**config.mk**
```make
export PLATFORM = sky130hd
export DESIGN_NAME = ipf_port_top
export DESIGN_NICKNAME = d
export VERILOG_FILES = /design/src/design/ipf_pkg.sv /design/src/design/ipf_parallel_rx.sv /design/src/design/ipf_port_top.sv /design/src/design/ipf_serial_rx.sv
export SDC_FILE = /design/constraint.sdc
export NUM_CORES = 2
export LEC_CHECK = 0
export BUFFER_PORTS_ARGS = -buffer_cell sky130_fd_sc_hd__buf_2
export CORE_UTILIZATION = 40
export CTS_BUF_LIST = sky130_fd_sc_hd__clkbuf_4 sky130_fd_sc_hd__clkbuf_8 sky130_fd_sc_hd__clkbuf_16
export CTS_CLUSTER_SIZE = 8
export DETAILED_ROUTE_END_ITERATION = 6
export SETUP_SLACK_MARGIN = 0.4
export SLEW_MARGIN = 30
export SYNTH_ARGS = -nofsm -noshare
export SYNTH_HDL_FRONTEND = slang
export SYNTH_HIERARCHICAL = 1
export SYNTH_SLANG_ARGS = --single-unit
```
**constraint.sdc**
```tcl
create_clock -name aclk -period 20.9 [get_ports aclk]
set_clock_uncertainty 0.05 [all_clocks]
set_input_delay 4.18 -clock aclk [delete_from_list [all_inputs] [get_ports aclk]]
set_output_delay 4.18 -clock aclk [all_outputs]
set_load 0.05 [all_outputs]
```
**src/design/ipf_pkg.sv**
```systemverilog
// Purpose: Shared constants and types of the audio input port block.
// Assumes: 32-bit register bus, one aligned word per register.
// Notes: Byte offsets are 12-bit; upper address bits are ignored.
package ipf_pkg;
	// Register byte offsets
	localparam logic [11:0] OFF_CTL0 = 12'h000;
	localparam logic [11:0] OFF_CTL1 = 12'h004;
	localparam logic [11:0] OFF_PP_CTL = 12'h008;
	localparam logic [11:0] OFF_FIFO = 12'h00c;
	localparam logic [11:0] OFF_PTR_STAT = 12'h010;
	localparam logic [11:0] OFF_RE_MASK = 12'h014;
	localparam logic [11:0] OFF_FE_MASK = 12'h018;
	localparam logic [11:0] OFF_PRI = 12'h01c;
	localparam logic [11:0] OFF_LAT_LOW = 12'h020;
	localparam logic [11:0] OFF_LAT_HIGH = 12'h024;
	localparam logic [11:0] OFF_ROUTE_STAT = 12'h028;
	// Per-channel transfer parameters: base + ch*16 + slot*4
	localparam logic [3:0] PRM_PAGE = 4'h1;
	localparam logic [1:0] PRM_IDX_A = 2'h0;
	localparam logic [1:0] PRM_IDX_B = 2'h1;
	localparam logic [1:0] PRM_MOD = 2'h2;
	localparam logic [1:0] PRM_CNT = 2'h3;
	// Field positions
	localparam int CTL0_NSET_LSB = 0;
	localparam int CTL0_STALL_DIS_BIT = 4;
	localparam int CTL0_CLR_OVF_BIT = 6;
	localparam int CTL0_PORT_EN_BIT = 7;
	localparam int CTL0_GDMA_BIT = 8;
	localparam int CTL1_CHDMA_LSB = 8;
	localparam int CTL1_PING_LSB = 16;
	localparam int PP_EN_BIT = 31;
	localparam int PP_EDGE_BIT = 29;
	localparam int PP_MODE_LSB = 26;
	localparam int EV_THR_BIT = 8;
	localparam int EV_DONE_LSB = 10;
	localparam int ST_ACT_LSB = 17;
	localparam int PTR_WR_LSB = 4;
	localparam int PTR_CNT_LSB = 8;
	// Reset values
	localparam logic [17:0] EV_RST = 18'h00000;
	localparam logic [23:0] CTL1_RST = 24'h000000;
	localparam logic [3:0] NSET_RST = 4'h0;
	// Sizes and answers
	localparam int FIFO_DEPTH = 8;
	localparam logic [1:0] RESP_OKAY = 2'b00;
	localparam logic [1:0] RESP_SLVERR = 2'b10;
	typedef enum logic {IPF_DMA_IDLE, IPF_DMA_WRITE} ipf_dma_state_t;
endpackage

```
**src/design/ipf_parallel_rx.sv**
```systemverilog
// Purpose: Parallel capture unit: 20 data bits, clock and clock hold.
// Assumes: Capture clock well below aclk/3.
// Notes: Packing phase restarts whenever the unit is disabled.
`timescale 1ns/1ps
module ipf_parallel_rx (
	input wire logic aclk,
	input wire logic aresetn,
	input wire logic en,
	input wire logic fall_edge,
	input wire logic [1:0] mode,
	input wire logic cap_clock,
	input wire logic hold,
	input wire logic [19:0] cap_data,
	input wire logic ack,
	output logic word_valid_q,
	output logic [31:0] word_q
);
	logic [21:0] s1_q, s2_q, s3_q, st_q, prev_q;
	logic [1:0] phase_q;
	logic [31:0] acc_q;
	wire [21:0] st_d = (s2_q & ~(s2_q ^ s3_q)) | (st_q & (s2_q ^ s3_q));
	wire [19:0] d = st_q[19:0];
	wire edge_hit = fall_edge ? (prev_q[20] & ~st_q[20]) : (st_q[20] & ~prev_q[20]);
	wire take = en & edge_hit & ~st_q[21];
	// Four packings: 20 right, 2x16, 4x8, 20 left
	wire [31:0] acc_d = (mode == 2'd1) ? {acc_q[15:0], d[15:0]} :
		(mode == 2'd2) ? {acc_q[23:0], d[7:0]} :
		(mode == 2'd3) ? {d, 12'h0} : {12'h0, d};
	wire last = (mode == 2'd1) ? (phase_q == 2'd1) :
		(mode == 2'd2) ? (phase_q == 2'd3) : 1'b1;

	// Synchroniser chain
	always_ff @(posedge aclk) begin
		s1_q <= {hold, cap_clock, cap_data};
		s2_q <= s1_q;
		s3_q <= s2_q;
		st_q <= st_d;
		prev_q <= st_q;
	end

	// Latch on the chosen edge, emit a word when packing completes
	always_ff @(posedge aclk) begin
		if (!aresetn || !en) begin
			phase_q <= 2'd0;
			acc_q <= 32'h0;
			word_q <= 32'h0;
			word_valid_q <= 1'b0;
		end else begin
			if (ack)
				word_valid_q <= 1'b0;
			if (take) begin
				acc_q <= acc_d;
				phase_q <= last ? 2'd0 : phase_q + 2'd1;
				if (last) begin
					word_q <= acc_d;
					word_valid_q <= 1'b1;
				end
			end
		end
	end
endmodule

```
**src/design/ipf_port_top.sv**
```systemverilog
// Purpose: Audio input port: channels into shared FIFO, drained by core or DMA.
// Assumes: AXI4-Lite slave, one read and one write outstanding.
// Notes: Channel 0 is taken by the parallel unit while it is enabled.
`timescale 1ns/1ps
module ipf_port_top (
	input wire logic aclk,
	input wire logic aresetn,
	input wire logic [31:0] s_axi_awaddr,
	input wire logic s_axi_awvalid,
	output logic s_axi_awready,
	input wire logic [31:0] s_axi_wdata,
	input wire logic [3:0] s_axi_wstrb,
	input wire logic s_axi_wvalid,
	output logic s_axi_wready,
	output logic [1:0] s_axi_bresp,
	output logic s_axi_bvalid,
	input wire logic s_axi_bready,
	input wire logic [31:0] s_axi_araddr,
	input wire logic s_axi_arvalid,
	output logic s_axi_arready,
	output logic [31:0] s_axi_rdata,
	output logic [1:0] s_axi_rresp,
	output logic s_axi_rvalid,
	input wire logic s_axi_rready,
	input wire logic [7:0] ser_bit_clock,
	input wire logic [7:0] ser_frame_sync,
	input wire logic [7:0] ser_data,
	input wire logic par_clock,
	input wire logic parallel_clock_hold_input,
	input wire logic [19:0] par_data,
	output logic mem_wr_valid_q,
	output logic [31:0] mem_wr_addr_q,
	output logic [31:0] mem_wr_data_q,
	input wire logic mem_wr_ready,
	output logic irq_low_q,
	output logic irq_high_q
);
	// Control state
	logic [3:0] fifo_threshold_value;
	logic read_stall_disable, port_global_enable, global_transfer_enable;
	logic [23:0] ctl1_q;
	logic parallel_capture_enable, pp_edge_q;
	logic [1:0] pp_mode_q;
	logic [17:0] re_mask_q, fe_mask_q, pri_q;
	logic [7:0] done_lat_q, ovf_q, channel_transfer_active, arm_q;
	wire [7:0] channel_input_enable = ctl1_q[7:0];
	wire [7:0] channel_transfer_enable = ctl1_q[ipf_pkg::CTL1_CHDMA_LSB +: 8];
	wire [7:0] channel_double_buffer_select = ctl1_q[ipf_pkg::CTL1_PING_LSB +: 8];

	// Shared FIFO, data plus channel tag
	logic [34:0] fifo_q [ipf_pkg::FIFO_DEPTH];
	logic [2:0] wr_ptr_q, rd_ptr_q;
	logic [3:0] count_q;
	wire fifo_empty = (count_q == 4'd0);
	wire fifo_full = (count_q == 4'd8);
	wire [34:0] head = fifo_q[rd_ptr_q];
	wire [2:0] head_ch = head[34:32];

	// Transfer parameters and working copies
	logic [31:0] idx_a_q [8];
	logic [31:0] idx_b_q [8];
	logic [31:0] mod_q [8];
	logic [15:0] cnt_q [8];
	logic [31:0] cur_idx_q [8];
	logic [15:0] cur_cnt_q [8];
	logic [7:0] buf_sel_q;

	// Bus slave state
	logic aw_hold_q, w_hold_q, ar_hold_q;
	logic [11:0] awaddr_q, araddr_q;
	logic [31:0] wdata_q;
	logic [3:0] wstrb_q;

	// Write address decode
	wire wr_do = aw_hold_q & w_hold_q & ~s_axi_bvalid;
	wire wr_full = (wstrb_q == 4'hf);
	wire [31:0] wd = wdata_q;
	wire wr_prm = (awaddr_q[11:8] == ipf_pkg::PRM_PAGE) & (awaddr_q[7] == 1'b0);
	wire [2:0] prm_ch = awaddr_q[6:4];
	wire [1:0] prm_slot = awaddr_q[3:2];
	wire wr_ok = wr_do & wr_full;
	wire wr_ctl0 = wr_ok & (awaddr_q == ipf_pkg::OFF_CTL0);
	wire wr_ctl1 = wr_ok & (awaddr_q == ipf_pkg::OFF_CTL1);
	wire wr_pp = wr_ok & (awaddr_q == ipf_pkg::OFF_PP_CTL);
	wire wr_fifo = wr_ok & (awaddr_q == ipf_pkg::OFF_FIFO);
	wire wr_re = wr_ok & (awaddr_q == ipf_pkg::OFF_RE_MASK);
	wire wr_fe = wr_ok & (awaddr_q == ipf_pkg::OFF_FE_MASK);
	wire wr_pri = wr_ok & (awaddr_q == ipf_pkg::OFF_PRI);
	wire wr_p = wr_ok & wr_prm & (awaddr_q[1:0] == 2'b00);
	wire wr_hit = wr_ctl0 | wr_ctl1 | wr_pp | wr_fifo | wr_re | wr_fe | wr_pri | wr_p;
	wire clr_ovf = wr_ctl0 & wd[ipf_pkg::CTL0_CLR_OVF_BIT];

	// Event vector: completions 17-10, threshold at bit 8
	logic thr_level;
	wire dma_running = global_transfer_enable & (|channel_transfer_enable);
	assign thr_level = (count_q > {1'b0, fifo_threshold_value}) & ~dma_running;
	wire thr_bit = thr_level & re_mask_q[ipf_pkg::EV_THR_BIT] &
		~fe_mask_q[ipf_pkg::EV_THR_BIT];
	wire [17:0] ev_vec = {done_lat_q, 1'b0, thr_bit, 8'h00};
	wire [17:0] lat_low = ev_vec & ~pri_q;
	wire [17:0] lat_high = ev_vec & pri_q;

	// Read side: FIFO reads may wait for data
	wire rd_fifo = (araddr_q == ipf_pkg::OFF_FIFO);
	logic dma_pop;
	wire rd_ready = ~fifo_empty | read_stall_disable;
	wire rd_do = ar_hold_q & ~s_axi_rvalid & (~rd_fifo | (rd_ready & ~dma_pop));
	wire core_pop = rd_do & rd_fifo & ~fifo_empty;
	wire rd_lat_low = rd_do & (araddr_q == ipf_pkg::OFF_LAT_LOW);
	wire rd_lat_high = rd_do & (araddr_q == ipf_pkg::OFF_LAT_HIGH);

	// Channel sources, parallel unit replaces channel 0 when enabled
	logic [7:0] ser_valid, ch_ack;
	logic [31:0] ser_word [8];
	logic par_valid;
	logic [31:0] par_word;
	logic [7:0] src_valid;
	logic [31:0] src_word [8];
	wire [7:0] ch_on = {8{port_global_enable}} & channel_input_enable;
	wire par_on = ch_on[0] & parallel_capture_enable;

	genvar g;
	generate
		for (g = 0; g < 8; g++) begin : gen_ch
			ipf_serial_rx u_rx (
				.aclk(aclk),
				.aresetn(aresetn),
				.en(ch_on[g] & ~((g == 0) & parallel_capture_enable)),
				.bit_clock(ser_bit_clock[g]),
				.frame_sync(ser_frame_sync[g]),
				.data_in(ser_data[g]),
				.ack(ch_ack[g]),
				.word_valid_q(ser_valid[g]),
				.word_q(ser_word[g])
			);
			if (g == 0) begin : gen_mux0
				assign src_valid[g] = parallel_capture_enable ? par_valid : ser_valid[g];
				assign src_word[g] = parallel_capture_enable ? par_word : ser_word[g];
			end else begin : gen_pass
				assign src_valid[g] = ser_valid[g];
				assign src_word[g] = ser_word[g];
			end
		end
	endgenerate

	ipf_parallel_rx u_par (
		.aclk(aclk),
		.aresetn(aresetn),
		.en(par_on),
		.fall_edge(pp_edge_q),
		.mode(pp_mode_q),
		.cap_clock(par_clock),
		.hold(parallel_clock_hold_input),
		.cap_data(par_data),
		.ack(ch_ack[0] & parallel_capture_enable),
		.word_valid_q(par_valid),
		.word_q(par_word)
	);

	// Lowest pending channel is granted, core write goes first
	logic [2:0] grant;
	logic grant_ok;
	always_comb begin
		grant = 3'd0;
		grant_ok = 1'b0;
		for (int i = 7; i >= 0; i--) begin
			if (src_valid[i]) begin
				grant = 3'(i);
				grant_ok = 1'b1;
			end
		end
	end
	wire ch_push = grant_ok & ~wr_fifo;
	assign ch_ack = ch_push ? (8'h01 << grant) : 8'h00;
	wire push = (wr_fifo | ch_push) & ~fifo_full;
	wire [34:0] push_word = wr_fifo ? {wd[2:0], wd} : {grant, src_word[grant]};
	wire pop = dma_pop | core_pop;

	// FIFO storage and pointers; disabling the port flushes it
	always_ff @(posedge aclk) begin
		if (!aresetn || !port_global_enable) begin
			wr_ptr_q <= 3'd0;
			rd_ptr_q <= 3'd0;
			count_q <= 4'd0;
		end else begin
			if (push) begin
				fifo_q[wr_ptr_q] <= push_word;
				wr_ptr_q <= wr_ptr_q + 3'd1;
			end
			if (pop)
				rd_ptr_q <= rd_ptr_q + 3'd1;
			count_q <= count_q + {3'd0, push} - {3'd0, pop};
		end
	end

	// Sticky overflow per channel, set wins over clear
	always_ff @(posedge aclk) begin
		if (!aresetn)
			ovf_q <= 8'h00;
		else
			ovf_q <= (clr_ovf ? 8'h00 : ovf_q) | ((ch_push & fifo_full) ? ch_ack : 8'h00);
	end

	// Transfer engine: one word from FIFO head to memory at a time
	ipf_pkg::ipf_dma_state_t state_q;
	logic [2:0] dch_q;
	wire xfer_done = (state_q == ipf_pkg::IPF_DMA_WRITE) & mem_wr_ready;
	wire head_live = channel_transfer_enable[head_ch] & channel_transfer_active[head_ch];
	assign dma_pop = (state_q == ipf_pkg::IPF_DMA_IDLE) & global_transfer_enable & ~fifo_empty;
	wire [15:0] cnt_next = cur_cnt_q[dch_q] - 16'd1;
	wire last_word = xfer_done & (cnt_next == 16'd0);
	wire [7:0] done_evt = last_word ? (8'h01 << dch_q) : 8'h00;

	// Words of finished channels are dropped so others keep moving
	always_ff @(posedge aclk) begin
		if (!aresetn) begin
			state_q <= ipf_pkg::IPF_DMA_IDLE;
			dch_q <= 3'd0;
			mem_wr_valid_q <= 1'b0;
			mem_wr_addr_q <= 32'h0;
			mem_wr_data_q <= 32'h0;
		end else begin
			case (state_q)
				ipf_pkg::IPF_DMA_IDLE: begin
					if (dma_pop && head_live) begin
						dch_q <= head_ch;
						mem_wr_addr_q <= cur_idx_q[head_ch];
						mem_wr_data_q <= head[31:0];
						mem_wr_valid_q <= 1'b1;
						state_q <= ipf_pkg::IPF_DMA_WRITE;
					end
				end
				ipf_pkg::IPF_DMA_WRITE: begin
					// Runs out even if the enables drop meanwhile
					if (mem_wr_ready) begin
						mem_wr_valid_q <= 1'b0;
						state_q <= ipf_pkg::IPF_DMA_IDLE;
					end
				end
				default: state_q <= ipf_pkg::IPF_DMA_IDLE;
			endcase
		end
	end

	// Parameter slots, working index and count per channel
	always_ff @(posedge aclk) begin
		if (!aresetn) begin
			for (int i = 0; i < 8; i++) begin
				idx_a_q[i] <= 32'h0;
				idx_b_q[i] <= 32'h0;
				mod_q[i] <= 32'h0;
				cnt_q[i] <= 16'h0;
				cur_idx_q[i] <= 32'h0;
				cur_cnt_q[i] <= 16'h0;
			end
			buf_sel_q <= 8'h00;
		end else begin
			if (xfer_done) begin
				cur_idx_q[dch_q] <= cur_idx_q[dch_q] + mod_q[dch_q];
				cur_cnt_q[dch_q] <= cnt_next;
				if (last_word && channel_double_buffer_select[dch_q]) begin
					buf_sel_q[dch_q] <= ~buf_sel_q[dch_q];
					cur_idx_q[dch_q] <= buf_sel_q[dch_q] ? idx_a_q[dch_q] : idx_b_q[dch_q];
					cur_cnt_q[dch_q] <= cnt_q[dch_q];
				end
			end
			if (wr_p) begin
				case (prm_slot)
					ipf_pkg::PRM_IDX_A: begin
						idx_a_q[prm_ch] <= wd;
						cur_idx_q[prm_ch] <= wd;
						buf_sel_q[prm_ch] <= 1'b0;
					end
					ipf_pkg::PRM_IDX_B: idx_b_q[prm_ch] <= wd;
					ipf_pkg::PRM_MOD: mod_q[prm_ch] <= wd;
					ipf_pkg::PRM_CNT: begin
						cnt_q[prm_ch] <= wd[15:0];
						cur_cnt_q[prm_ch] <= wd[15:0];
					end
					default: ;
				endcase
			end
		end
	end

	// Active bit armed on enable rise for programmed channels, clears at last word of single-buffered channels
	wire [7:0] en_now = {8{global_transfer_enable}} & channel_transfer_enable;
	logic [7:0] prog;
	always_comb begin
		for (int i = 0; i < 8; i++)
			prog[i] = (cnt_q[i] != 16'h0);
	end
	wire [7:0] single_done = done_evt & ~channel_double_buffer_select;
	always_ff @(posedge aclk) begin
		if (!aresetn) begin
			arm_q <= 8'h00;
			channel_transfer_active <= 8'h00;
		end else begin
			arm_q <= en_now;
			channel_transfer_active <= (channel_transfer_active & ~single_done) |
				(en_now & ~arm_q & prog);
		end
	end

	// Completion latches: read clears, a new completion wins
	wire [7:0] done_set = done_evt & re_mask_q[ipf_pkg::EV_DONE_LSB +: 8];
	wire [7:0] clr_low = rd_lat_low ? ~pri_q[ipf_pkg::EV_DONE_LSB +: 8] : 8'h00;
	wire [7:0] clr_high = rd_lat_high ? pri_q[ipf_pkg::EV_DONE_LSB +: 8] : 8'h00;
	always_ff @(posedge aclk) begin
		if (!aresetn) begin
			done_lat_q <= 8'h00;
			irq_low_q <= 1'b0;
			irq_high_q <= 1'b0;
		end else begin
			done_lat_q <= (done_lat_q & ~clr_low & ~clr_high) | done_set;
			irq_low_q <= |lat_low;
			irq_high_q <= |lat_high;
		end
	end

	// Control registers
	always_ff @(posedge aclk) begin
		if (!aresetn) begin
			fifo_threshold_value <= ipf_pkg::NSET_RST;
			read_stall_disable <= 1'b0;
			port_global_enable <= 1'b0;
			global_transfer_enable <= 1'b0;
			ctl1_q <= ipf_pkg::CTL1_RST;
			parallel_capture_enable <= 1'b0;
			pp_edge_q <= 1'b0;
			pp_mode_q <= 2'd0;
			re_mask_q <= ipf_pkg::EV_RST;
			fe_mask_q <= ipf_pkg::EV_RST;
			pri_q <= ipf_pkg::EV_RST;
		end else begin
			if (wr_ctl0) begin
				fifo_threshold_value <= wd[ipf_pkg::CTL0_NSET_LSB +: 4];
				read_stall_disable <= wd[ipf_pkg::CTL0_STALL_DIS_BIT];
				port_global_enable <= wd[ipf_pkg::CTL0_PORT_EN_BIT];
				global_transfer_enable <= wd[ipf_pkg::CTL0_GDMA_BIT];
			end
			if (wr_ctl1)
				ctl1_q <= wd[23:0];
			if (wr_pp) begin
				parallel_capture_enable <= wd[ipf_pkg::PP_EN_BIT];
				pp_edge_q <= wd[ipf_pkg::PP_EDGE_BIT];
				pp_mode_q <= wd[ipf_pkg::PP_MODE_LSB +: 2];
			end
			if (wr_re)
				re_mask_q <= wd[17:0];
			if (wr_fe)
				fe_mask_q <= wd[17:0];
			if (wr_pri)
				pri_q <= wd[17:0];
		end
	end

	// Read data selection
	logic [31:0] rd_word;
	logic rd_hit;
	always_comb begin
		rd_hit = 1'b1;
		rd_word = 32'h0;
		case (araddr_q)
			ipf_pkg::OFF_CTL0: rd_word = {23'h0, global_transfer_enable, port_global_enable,
				2'b00, read_stall_disable, fifo_threshold_value};
			ipf_pkg::OFF_CTL1: rd_word = {8'h00, ctl1_q};
			ipf_pkg::OFF_PP_CTL: rd_word = {parallel_capture_enable, 1'b0, pp_edge_q,
				1'b0, pp_mode_q, 26'h0};
			ipf_pkg::OFF_FIFO: rd_word = fifo_empty ? 32'h0 : head[31:0];
			ipf_pkg::OFF_PTR_STAT: rd_word = {20'h0, count_q, 1'b0, wr_ptr_q,
				1'b0, rd_ptr_q};
			ipf_pkg::OFF_RE_MASK: rd_word = {14'h0, re_mask_q};
			ipf_pkg::OFF_FE_MASK: rd_word = {14'h0, fe_mask_q};
			ipf_pkg::OFF_PRI: rd_word = {14'h0, pri_q};
			ipf_pkg::OFF_LAT_LOW: rd_word = {14'h0, lat_low};
			ipf_pkg::OFF_LAT_HIGH: rd_word = {14'h0, lat_high};
			ipf_pkg::OFF_ROUTE_STAT: rd_word = {7'h0, channel_transfer_active, 9'h0, ovf_q};
			default: begin
				rd_hit = 1'b0;
				if ((araddr_q[11:8] == ipf_pkg::PRM_PAGE) && !araddr_q[7] && araddr_q[1:0] == 2'b00) begin
					rd_hit = 1'b1;
					case (araddr_q[3:2])
						ipf_pkg::PRM_IDX_A: rd_word = idx_a_q[araddr_q[6:4]];
						ipf_pkg::PRM_IDX_B: rd_word = idx_b_q[araddr_q[6:4]];
						ipf_pkg::PRM_MOD: rd_word = mod_q[araddr_q[6:4]];
						default: rd_word = {16'h0, cur_cnt_q[araddr_q[6:4]]};
					endcase
				end
			end
		endcase
	end

	// Write channels: address and data taken in either order
	always_ff @(posedge aclk) begin
		if (!aresetn) begin
			aw_hold_q <= 1'b0;
			w_hold_q <= 1'b0;
			s_axi_awready <= 1'b0;
			s_axi_wready <= 1'b0;
			s_axi_bvalid <= 1'b0;
			s_axi_bresp <= ipf_pkg::RESP_OKAY;
			awaddr_q <= 12'h0;
			wdata_q <= 32'h0;
			wstrb_q <= 4'h0;
		end else begin
			s_axi_awready <= ~aw_hold_q & ~(s_axi_awvalid & s_axi_awready) | wr_do;
			s_axi_wready <= ~w_hold_q & ~(s_axi_wvalid & s_axi_wready) | wr_do;
			if (s_axi_awvalid && s_axi_awready) begin
				aw_hold_q <= 1'b1;
				awaddr_q <= s_axi_awaddr[11:0];
			end
			if (s_axi_wvalid && s_axi_wready) begin
				w_hold_q <= 1'b1;
				wdata_q <= s_axi_wdata;
				wstrb_q <= s_axi_wstrb;
			end
			if (wr_do) begin
				aw_hold_q <= 1'b0;
				w_hold_q <= 1'b0;
				s_axi_bvalid <= 1'b1;
				s_axi_bresp <= wr_hit ? ipf_pkg::RESP_OKAY : ipf_pkg::RESP_SLVERR;
			end else if (s_axi_bready)
				s_axi_bvalid <= 1'b0;
		end
	end

	// Read channel: empty FIFO read waits here while stalling is allowed
	always_ff @(posedge aclk) begin
		if (!aresetn) begin
			ar_hold_q <= 1'b0;
			s_axi_arready <= 1'b0;
			s_axi_rvalid <= 1'b0;
			s_axi_rdata <= 32'h0;
			s_axi_rresp <= ipf_pkg::RESP_OKAY;
			araddr_q <= 12'h0;
		end else begin
			// Stays low from the taken edge until the answer is taken
			s_axi_arready <= ~ar_hold_q & ~s_axi_rvalid & ~(s_axi_arvalid & s_axi_arready);
			if (s_axi_arvalid && s_axi_arready) begin
				ar_hold_q <= 1'b1;
				araddr_q <= s_axi_araddr[11:0];
			end
			if (rd_do) begin
				ar_hold_q <= 1'b0;
				s_axi_rvalid <= 1'b1;
				s_axi_rdata <= rd_word;
				s_axi_rresp <= rd_hit ? ipf_pkg::RESP_OKAY : ipf_pkg::RESP_SLVERR;
			end else if (s_axi_rvalid && s_axi_rready) begin
				s_axi_rvalid <= 1'b0;
				s_axi_arready <= 1'b1;
			end
		end
	end
endmodule

```
**src/design/ipf_serial_rx.sv**
```systemverilog
// Purpose: One serial input channel: sync, shift, frame into words.
// Assumes: Bit clock well below aclk/3; word ends on frame sync change.
// Notes: Word held until acknowledged; a newer word overwrites it.
`timescale 1ns/1ps
module ipf_serial_rx (
	input wire logic aclk,
	input wire logic aresetn,
	input wire logic en,
	input wire logic bit_clock,
	input wire logic frame_sync,
	input wire logic data_in,
	input wire logic ack,
	output logic word_valid_q,
	output logic [31:0] word_q
);
	logic [2:0] s1_q, s2_q, s3_q, st_q, prev_q;
	logic [31:0] shift_q;
	logic fs_last_q;
	// Bit only moves once second and third stages agree
	wire [2:0] st_d = (s2_q & ~(s2_q ^ s3_q)) | (st_q & (s2_q ^ s3_q));
	wire rise = st_q[0] & ~prev_q[0];
	wire boundary = rise & (st_q[1] != fs_last_q);

	// Synchroniser chain
	always_ff @(posedge aclk) begin
		s1_q <= {data_in, frame_sync, bit_clock};
		s2_q <= s1_q;
		s3_q <= s2_q;
		st_q <= st_d;
		prev_q <= st_q;
	end

	// Shift on bit clock rise, close word on frame edge
	always_ff @(posedge aclk) begin
		if (!aresetn || !en) begin
			shift_q <= 32'h0;
			word_q <= 32'h0;
			word_valid_q <= 1'b0;
			fs_last_q <= 1'b0;
		end else begin
			if (ack)
				word_valid_q <= 1'b0;
			if (rise) begin
				fs_last_q <= st_q[1];
				shift_q <= boundary ? {31'h0, st_q[2]} : {shift_q[30:0], st_q[2]};
			end
			if (boundary) begin
				word_q <= shift_q;
				word_valid_q <= 1'b1; // New word wins over ack
			end
		end
	end
endmodule

```
==> Word-level counts from Yosys, hierarchy flattened <==
Memory sizes are Yosys's and may differ from the RTL's. A register that Yosys moved wholly into a read port is not among the register bits.
Cells that the tools add are included.
{ "totals": {"register_bits": 1082, "ramBits": 1560, "inputBits": 154, "out_inout_bits": 108, "elab_cells": 614, "mem_count": 7} }
{ "mem_list": {"columns": ["name", "depth", "width", "rd", "rd_ports_with_merged_regs", "write_ports", "line", "source"], "rows": [
  ["fifo_q", 8, 35, 1, 1, 1, "ipf_port_top.sv:51", "logic [34:0] fifo_q [ipf_pkg::FIFO_DEPTH];"],
  ["cur_idx_q", 8, 32, 2, 2, 8, "ipf_port_top.sv:64", "logic [31:0] cur_idx_q [8];"],
  ["idx_a_q", 8, 32, 2, 2, 8, "ipf_port_top.sv:60", "logic [31:0] idx_a_q [8];"],
  ["idx_b_q", 8, 32, 2, 2, 8, "ipf_port_top.sv:61", "logic [31:0] idx_b_q [8];"],
  ["mod_q", 8, 32, 2, 2, 8, "ipf_port_top.sv:62", "logic [31:0] mod_q [8];"],
  ["cnt_q", 8, 16, 9, 1, 8, "ipf_port_top.sv:63", "logic [15:0] cnt_q [8];"],
  ["+1 memories", null, null, null, null, null, null, null]
]} }
{ "op_classes": {"n_addsub": 7, "magnitude_cmp": 7, "eq_ne": 40, "shifts": 2, "mux": 176, "bitwise": 178, "reduce_logical": 76} }
{ "op_table": {"columns": ["operator", "count"], "rows": [
  ["$mux W32", 23],
  ["$pmux W32 S11", 1],
  ["$reduce_or A32 Y1", 5],
  ["$reduce_bool A16 Y1", 8],
  ["$mux W3", 38],
  ["$bmux W32 S3", 1],
  ["$pmux W32 S3", 1],
  ["$mux W8", 11],
  ["$eq A12 B5 Y1 const B", 7],
  ["$mux W1", 84],
  ["$and A8 B8 Y8", 10],
  ["$mux W16", 4],
  ["$and A1 B1 Y1", 63],
  ["$not A8 Y8", 7],
  ["$and A3 B3 Y3", 16],
  ["$eq A12 B4 Y1 const B", 4],
  ["$reduce_or A16 Y1", 3],
  ["$and A22 B22 Y22", 2],
  ["$and A18 B18 Y18", 2],
  ["$eq A12 B6 Y1 const B", 3],
  ["$reduce_or A18 Y1", 2],
  ["$mux W35", 1],
  ["$add A32 B32 Y32", 1],
  ["$not A1 Y1", 31],
  ["other kinds (45)", 158]
]} }

==> Longest topological paths before layout <==
{ "depth": {"depth_word": 14, "mapped_depth": 23} }

==> Hierarchy <==
Netlist, hierarchy kept.
{ "by_module_without_submodules": {"columns": ["mod", "instances", "cells_each", "area_each_um2", "seq_area_each_um2"], "rows": [
  ["ipf_port_top", 1, 7413, 96377.4, 53271.1],
  ["ipf_serial_rx", 8, 312, 2748.9, 1611.5],
  ["ipf_parallel_rx", 1, 431, 4973.5, 3183.1]
]} }

==> Worst setup path after synthesis <==
Ideal clock, no wire load.
{ "synth_path": {"path_type": "input to register", "startpoint": "input aresetn", "endpoint": "memory fifo_q[0][0] (enable)", "arrival_time_ns": 7.595, "t_required_ns": 20.379, "path_slack_ns": 12.785, "stages": 5, "n_path_buf": 2, "cell_sequence": "clkbuf_1 > clkbuf_1 > nand2_1 > or3_1 > nor3_1"} }
{ "synth_between": {"elab_chain_len": 4} }
{ "synth_lines": {"columns": ["item", "line", "source"], "rows": [
  ["from (decl)", "ipf_port_top.sv:7", "input wire logic aresetn,"],
  ["$logic_not A1 Y1", "ipf_port_top.sv:181", "if (!aresetn || !port_global_enable) begin"],
  ["$logic_or A1 B1 Y1", "ipf_port_top.sv:181", null],
  ["$mux W1", "ipf_port_top.sv:181", null],
  ["$mux W1 (implied by the code)", "ipf_port_top.sv:187", "fifo_q[wr_ptr_q] <= push_word;"],
  ["to (decl)", "ipf_port_top.sv:51", null]
]} }
Every way passes these cells.

==> results.sh <==
export IMPL_clkSlewWorstSetupHoldPaths_ps=60
export IMPL_max_stage_delay_ps=890
export IMPL_rsz0062_at_grt="false"
export IMPL_worstSetupPathType="flop to flop"
export IMPL_fin_setup_tns_ps=0
export IMPL_drt_pass1_iterations=7
export IMPL_slowest_stage="buf_4"
export IMPL_async_flop_share_pct=0
export IMPL_crit_path_end_kind="flop"
export IMPL_vias=88900
export IMPL_setup_viol_count_final=0
export IMPL_via_per_inst=6.09
export IMPL_cp_cell_sequence="buf_4, buf_4, buf_4, mux4_2, mux2_2, ha_1, fa_1, a21o_1, a221oi_1, a21o_1, nor2_1, o22a_1, a221oi_1, o21ai_0, xor2_1, mux2i_1, o21bai_1"
export IMPL_synth_seq_cells=2661
export IMPL_grtUsageTotal_pct=27.2
export IMPL_dpl_hpwl_microns=267000
export IMPL_fin_crit_ps=8700
export IMPL_insertion_delay_ps=980
export IMPL_die_w_microns=557
export IMPL_postCtsHoldBufs=0
export IMPL_cts_tree="built"
export IMPL_post_synth_top_count_cell="edfxtp_1"
export IMPL_grt_max_degree=102
export IMPL_synth_top_cells_by_count="edfxtp_1 (1606), nand2_1 (1448), dfxtp_1 (1055), a21oi_1 (845), and2_1 (836)"
export IMPL_worst_slack_ps=12200
export IMPL_coreArea_sq_um=306000
export IMPL_power_density_nw_per_um2=87.7
export IMPL_period_share_pct=41.6
export IMPL_critPathMaxFanout=45
export IMPL_arrival_ps=9290
export IMPL_grt_pass1_vias=86200
export IMPL_rows=203
export IMPL_yosys_area_top_type_share_pct=39.1
export IMPL_internal_power_mw=9.42
export IMPL_ir_worst_vdd_mv=0.0811
export IMPL_grt_ovfl_total=0
export IMPL_drive_gt1_share_pct=19.5
export IMPL_cp_top_family="compound AO/OA/AOI/OAI gates"
export IMPL_place_congestion=0.988
export IMPL_area_growth_pct=13.5
export IMPL_synth_area_leaders="edfxtp_1 (39%), dfxtp_1 (17%), mux4_2 (12%)"
export IMPL_pwr_share_comb_pct=5.3
export IMPL_p_switching_mw=2.86
export IMPL_avgSynthCellArea_sq_um=11.9
export IMPL_antenna_found_initial=26
export IMPL_worst_pin_slew_ps=1150
export IMPL_cts_sinks=2661
export IMPL_cts_buffers=372
export IMPL_fp_dieH_microns=557
export IMPL_p_leak_nw=46.9
export IMPL_grt_pass1_wl_microns=613000
export IMPL_synth_main_ff_cell="edfxtp_1"
export IMPL_report_final_slew_viol_count=0
export IMPL_p_clk_share_pct=47.7
export IMPL_die_area_sq_um=311000
export IMPL_post_cts_buffers=0
export IMPL_clock_path_buffers=4
export IMPL_synthDistinctLibCells=91
export IMPL_numPortBuffers=219
export IMPL_wirelength_microns=431000
export IMPL_synth_largest_area_cell="edfxtp_1"
export IMPL_hold_viol_final=0
export IMPL_post_place_ws_ps=12350
export IMPL_holdCritPathClass="flop to flop"
export IMPL_cp_start_kind="flop"
export IMPL_path_buf_inv=3
export IMPL_final_nets=10500
export IMPL_yosysWarningCount=6
export IMPL_synth_edf_count=1606
export IMPL_syn_area_sq_um=123000
export IMPL_start_util_pct=40.3
export IMPL_drt_initial_drc_count=11400
export IMPL_outcome="complete, no violations"
export IMPL_seq_power_share_pct=47.0
export IMPL_wire_per_inst_microns=29.6
export IMPL_remaining_drc_errors=0
export IMPL_cts_max_level=5
export IMPL_max_freq_mhz=115
export IMPL_ant_nets=0
export IMPL_synthesis_instances=10300
export IMPL_p_sw_share_pct=23.3
export IMPL_crit_top_cell="buf_4"
export IMPL_cts_resized=0
export IMPL_io_pins=262
export IMPL_ys_seq_area_share_pct=56.2
export IMPL_clockRootBuffer="clkbuf_16"
export IMPL_crit_required_ps=21490
export IMPL_slew_headroom_pct=22.9
export IMPL_cap_violations=0
[through the flow]
stage | utilization, % | instance area (sq um) | power, mW | instances | hold slack, ps
2_1_floorplan | - | 123000 | 6.22 | 10300 | 260
3_3_place_gp | 41.9 | 128000 | 6.49 | 14000 | 261
3_5_place_dp | 42.0 | 129000 | 6.51 | 14000 | 262
4_1_cts | 45.6 | 140000 | 12.3 | 14600 | 270
5_1_grt | 45.7 | 140000 | 12.6 | 14600 | 268
6_report | 45.7 | 140000 | 12.3 | 14600 | 272
[placed cells by master, fill, tap and decap left out, drive strengths merged, types with 47 or more instances in the layout]
cell	netlist	routed
edfxtp	1606	1606
nand2	1448	1448
dfxtp	1055	1055
a21oi	845	845
and2	838	838
mux4	652	652
clkbuf	642	561
buf	254	459
o21ai	412	412
nand3	389	389
nor2	309	309
mux2i	245	245
o21bai	212	212
a21o	205	205
and3	164	164
mux2	122	122
a211oi	110	110
a31oi	85	85
xnor2	81	81
a311oi	68	68
nor3	64	64
a22oi	50	50
inv	51	50
nor4	48	48
ha	47	47
[final timing paths]
| check | startpoint | endpoint | slack, ps | cells past startpoint |
|---|---|---|---|---|
| setup / recovery | flop | cur_idx_q[1][30]$_DFFE_PP_ | 12200 | 17 |
| setup reg to reg | flop | cur_idx_q[1][30]$_DFFE_PP_ | 12200 | 17 |
| hold / removal | u_par/s1_q[4]$_DFF_P_ | u_par/s2_q[4]$_DFF_P_ | 270 | 0 |
| hold reg to reg | u_par/s1_q[4]$_DFF_P_ | u_par/s2_q[4]$_DFF_P_ | 270 | 0 |
[cell type report]
type,count,area (sq um)
Antenna cell,8,20.0
Clock buffer,561,10900
Clock inverter,23,443
Fill cell,27800,166000
Inverter,52,203
Multi-Input combinational cell,6732,50800
Sequential cell,2661,69400
Tap cell,4100,5130
Timing Repair Buffer,459,3140
[power by group through the flow]
| stage | Sequential (mW) | Clock [mW] | Combinational, mW |
|---|---|---|---|
| floorplan | 5.84 | 0 | 0.377 |
| global placement | 5.86 | 0 | 0.632 |
| detailed placement | 5.87 | 0 | 0.641 |
| CTS | 5.77 | 5.92 | 0.643 |
| global route | 5.78 | 6.14 | 0.679 |
| finish | 5.77 | 5.86 | 0.657 |
[per-layer routing]
layer  routed length (microns)  global-route usage (%)
met1                    164000                    35.1
met2                    196000                    42.7
met3                     42300                    5.18
met4                     28600                    15.6
met5                        45                       0
[logic make-up (layout without fill, tap and decap cells)]
family / Yosys count / after routing / synth area share, %
mux: 1019 / 1019 / 15.0
fa+ha+maj: 49 / 49 / 0.509
flops: 2661 / 2661 / 56.2
simple gates: 3411 / 3411 / 13.4
other cells: 1 / 10 / 0.00304
buf+inv: 948 / 1095 / 3.35
xor+xnor: 109 / 109 / 0.823
compound gates: 2142 / 2142 / 10.7
[state kept, by name (all words and copies together) (netlist names), 22 cells and up, named ones only]
| register | count |
|---|---|
| fifo_q | 280 |
| cur_idx_q | 256 |
| gen_ch.u_rx/shift_q | 256 |
| gen_ch.u_rx/word_q | 256 |
| idx_a_q | 256 |
| idx_b_q | 256 |
| mod_q | 256 |
| cnt_q | 128 |
| cur_cnt_q | 128 |
| mem_wr_addr_q | 32 |
| mem_wr_data_q | 32 |
| s_axi_rdata | 32 |
| u_par/word_q | 32 |
| wd | 32 |
| ctl1_q | 24 |
| gen_ch.u_rx/s1_q | 24 |
| gen_ch.u_rx/s2_q | 24 |
| gen_ch.u_rx/s3_q | 24 |
| u_par/acc_q | 24 |
| u_par/s1_q | 22 |
| u_par/s2_q | 22 |
| u_par/s3_q | 22 |
(Power assumes the default switching activity.)
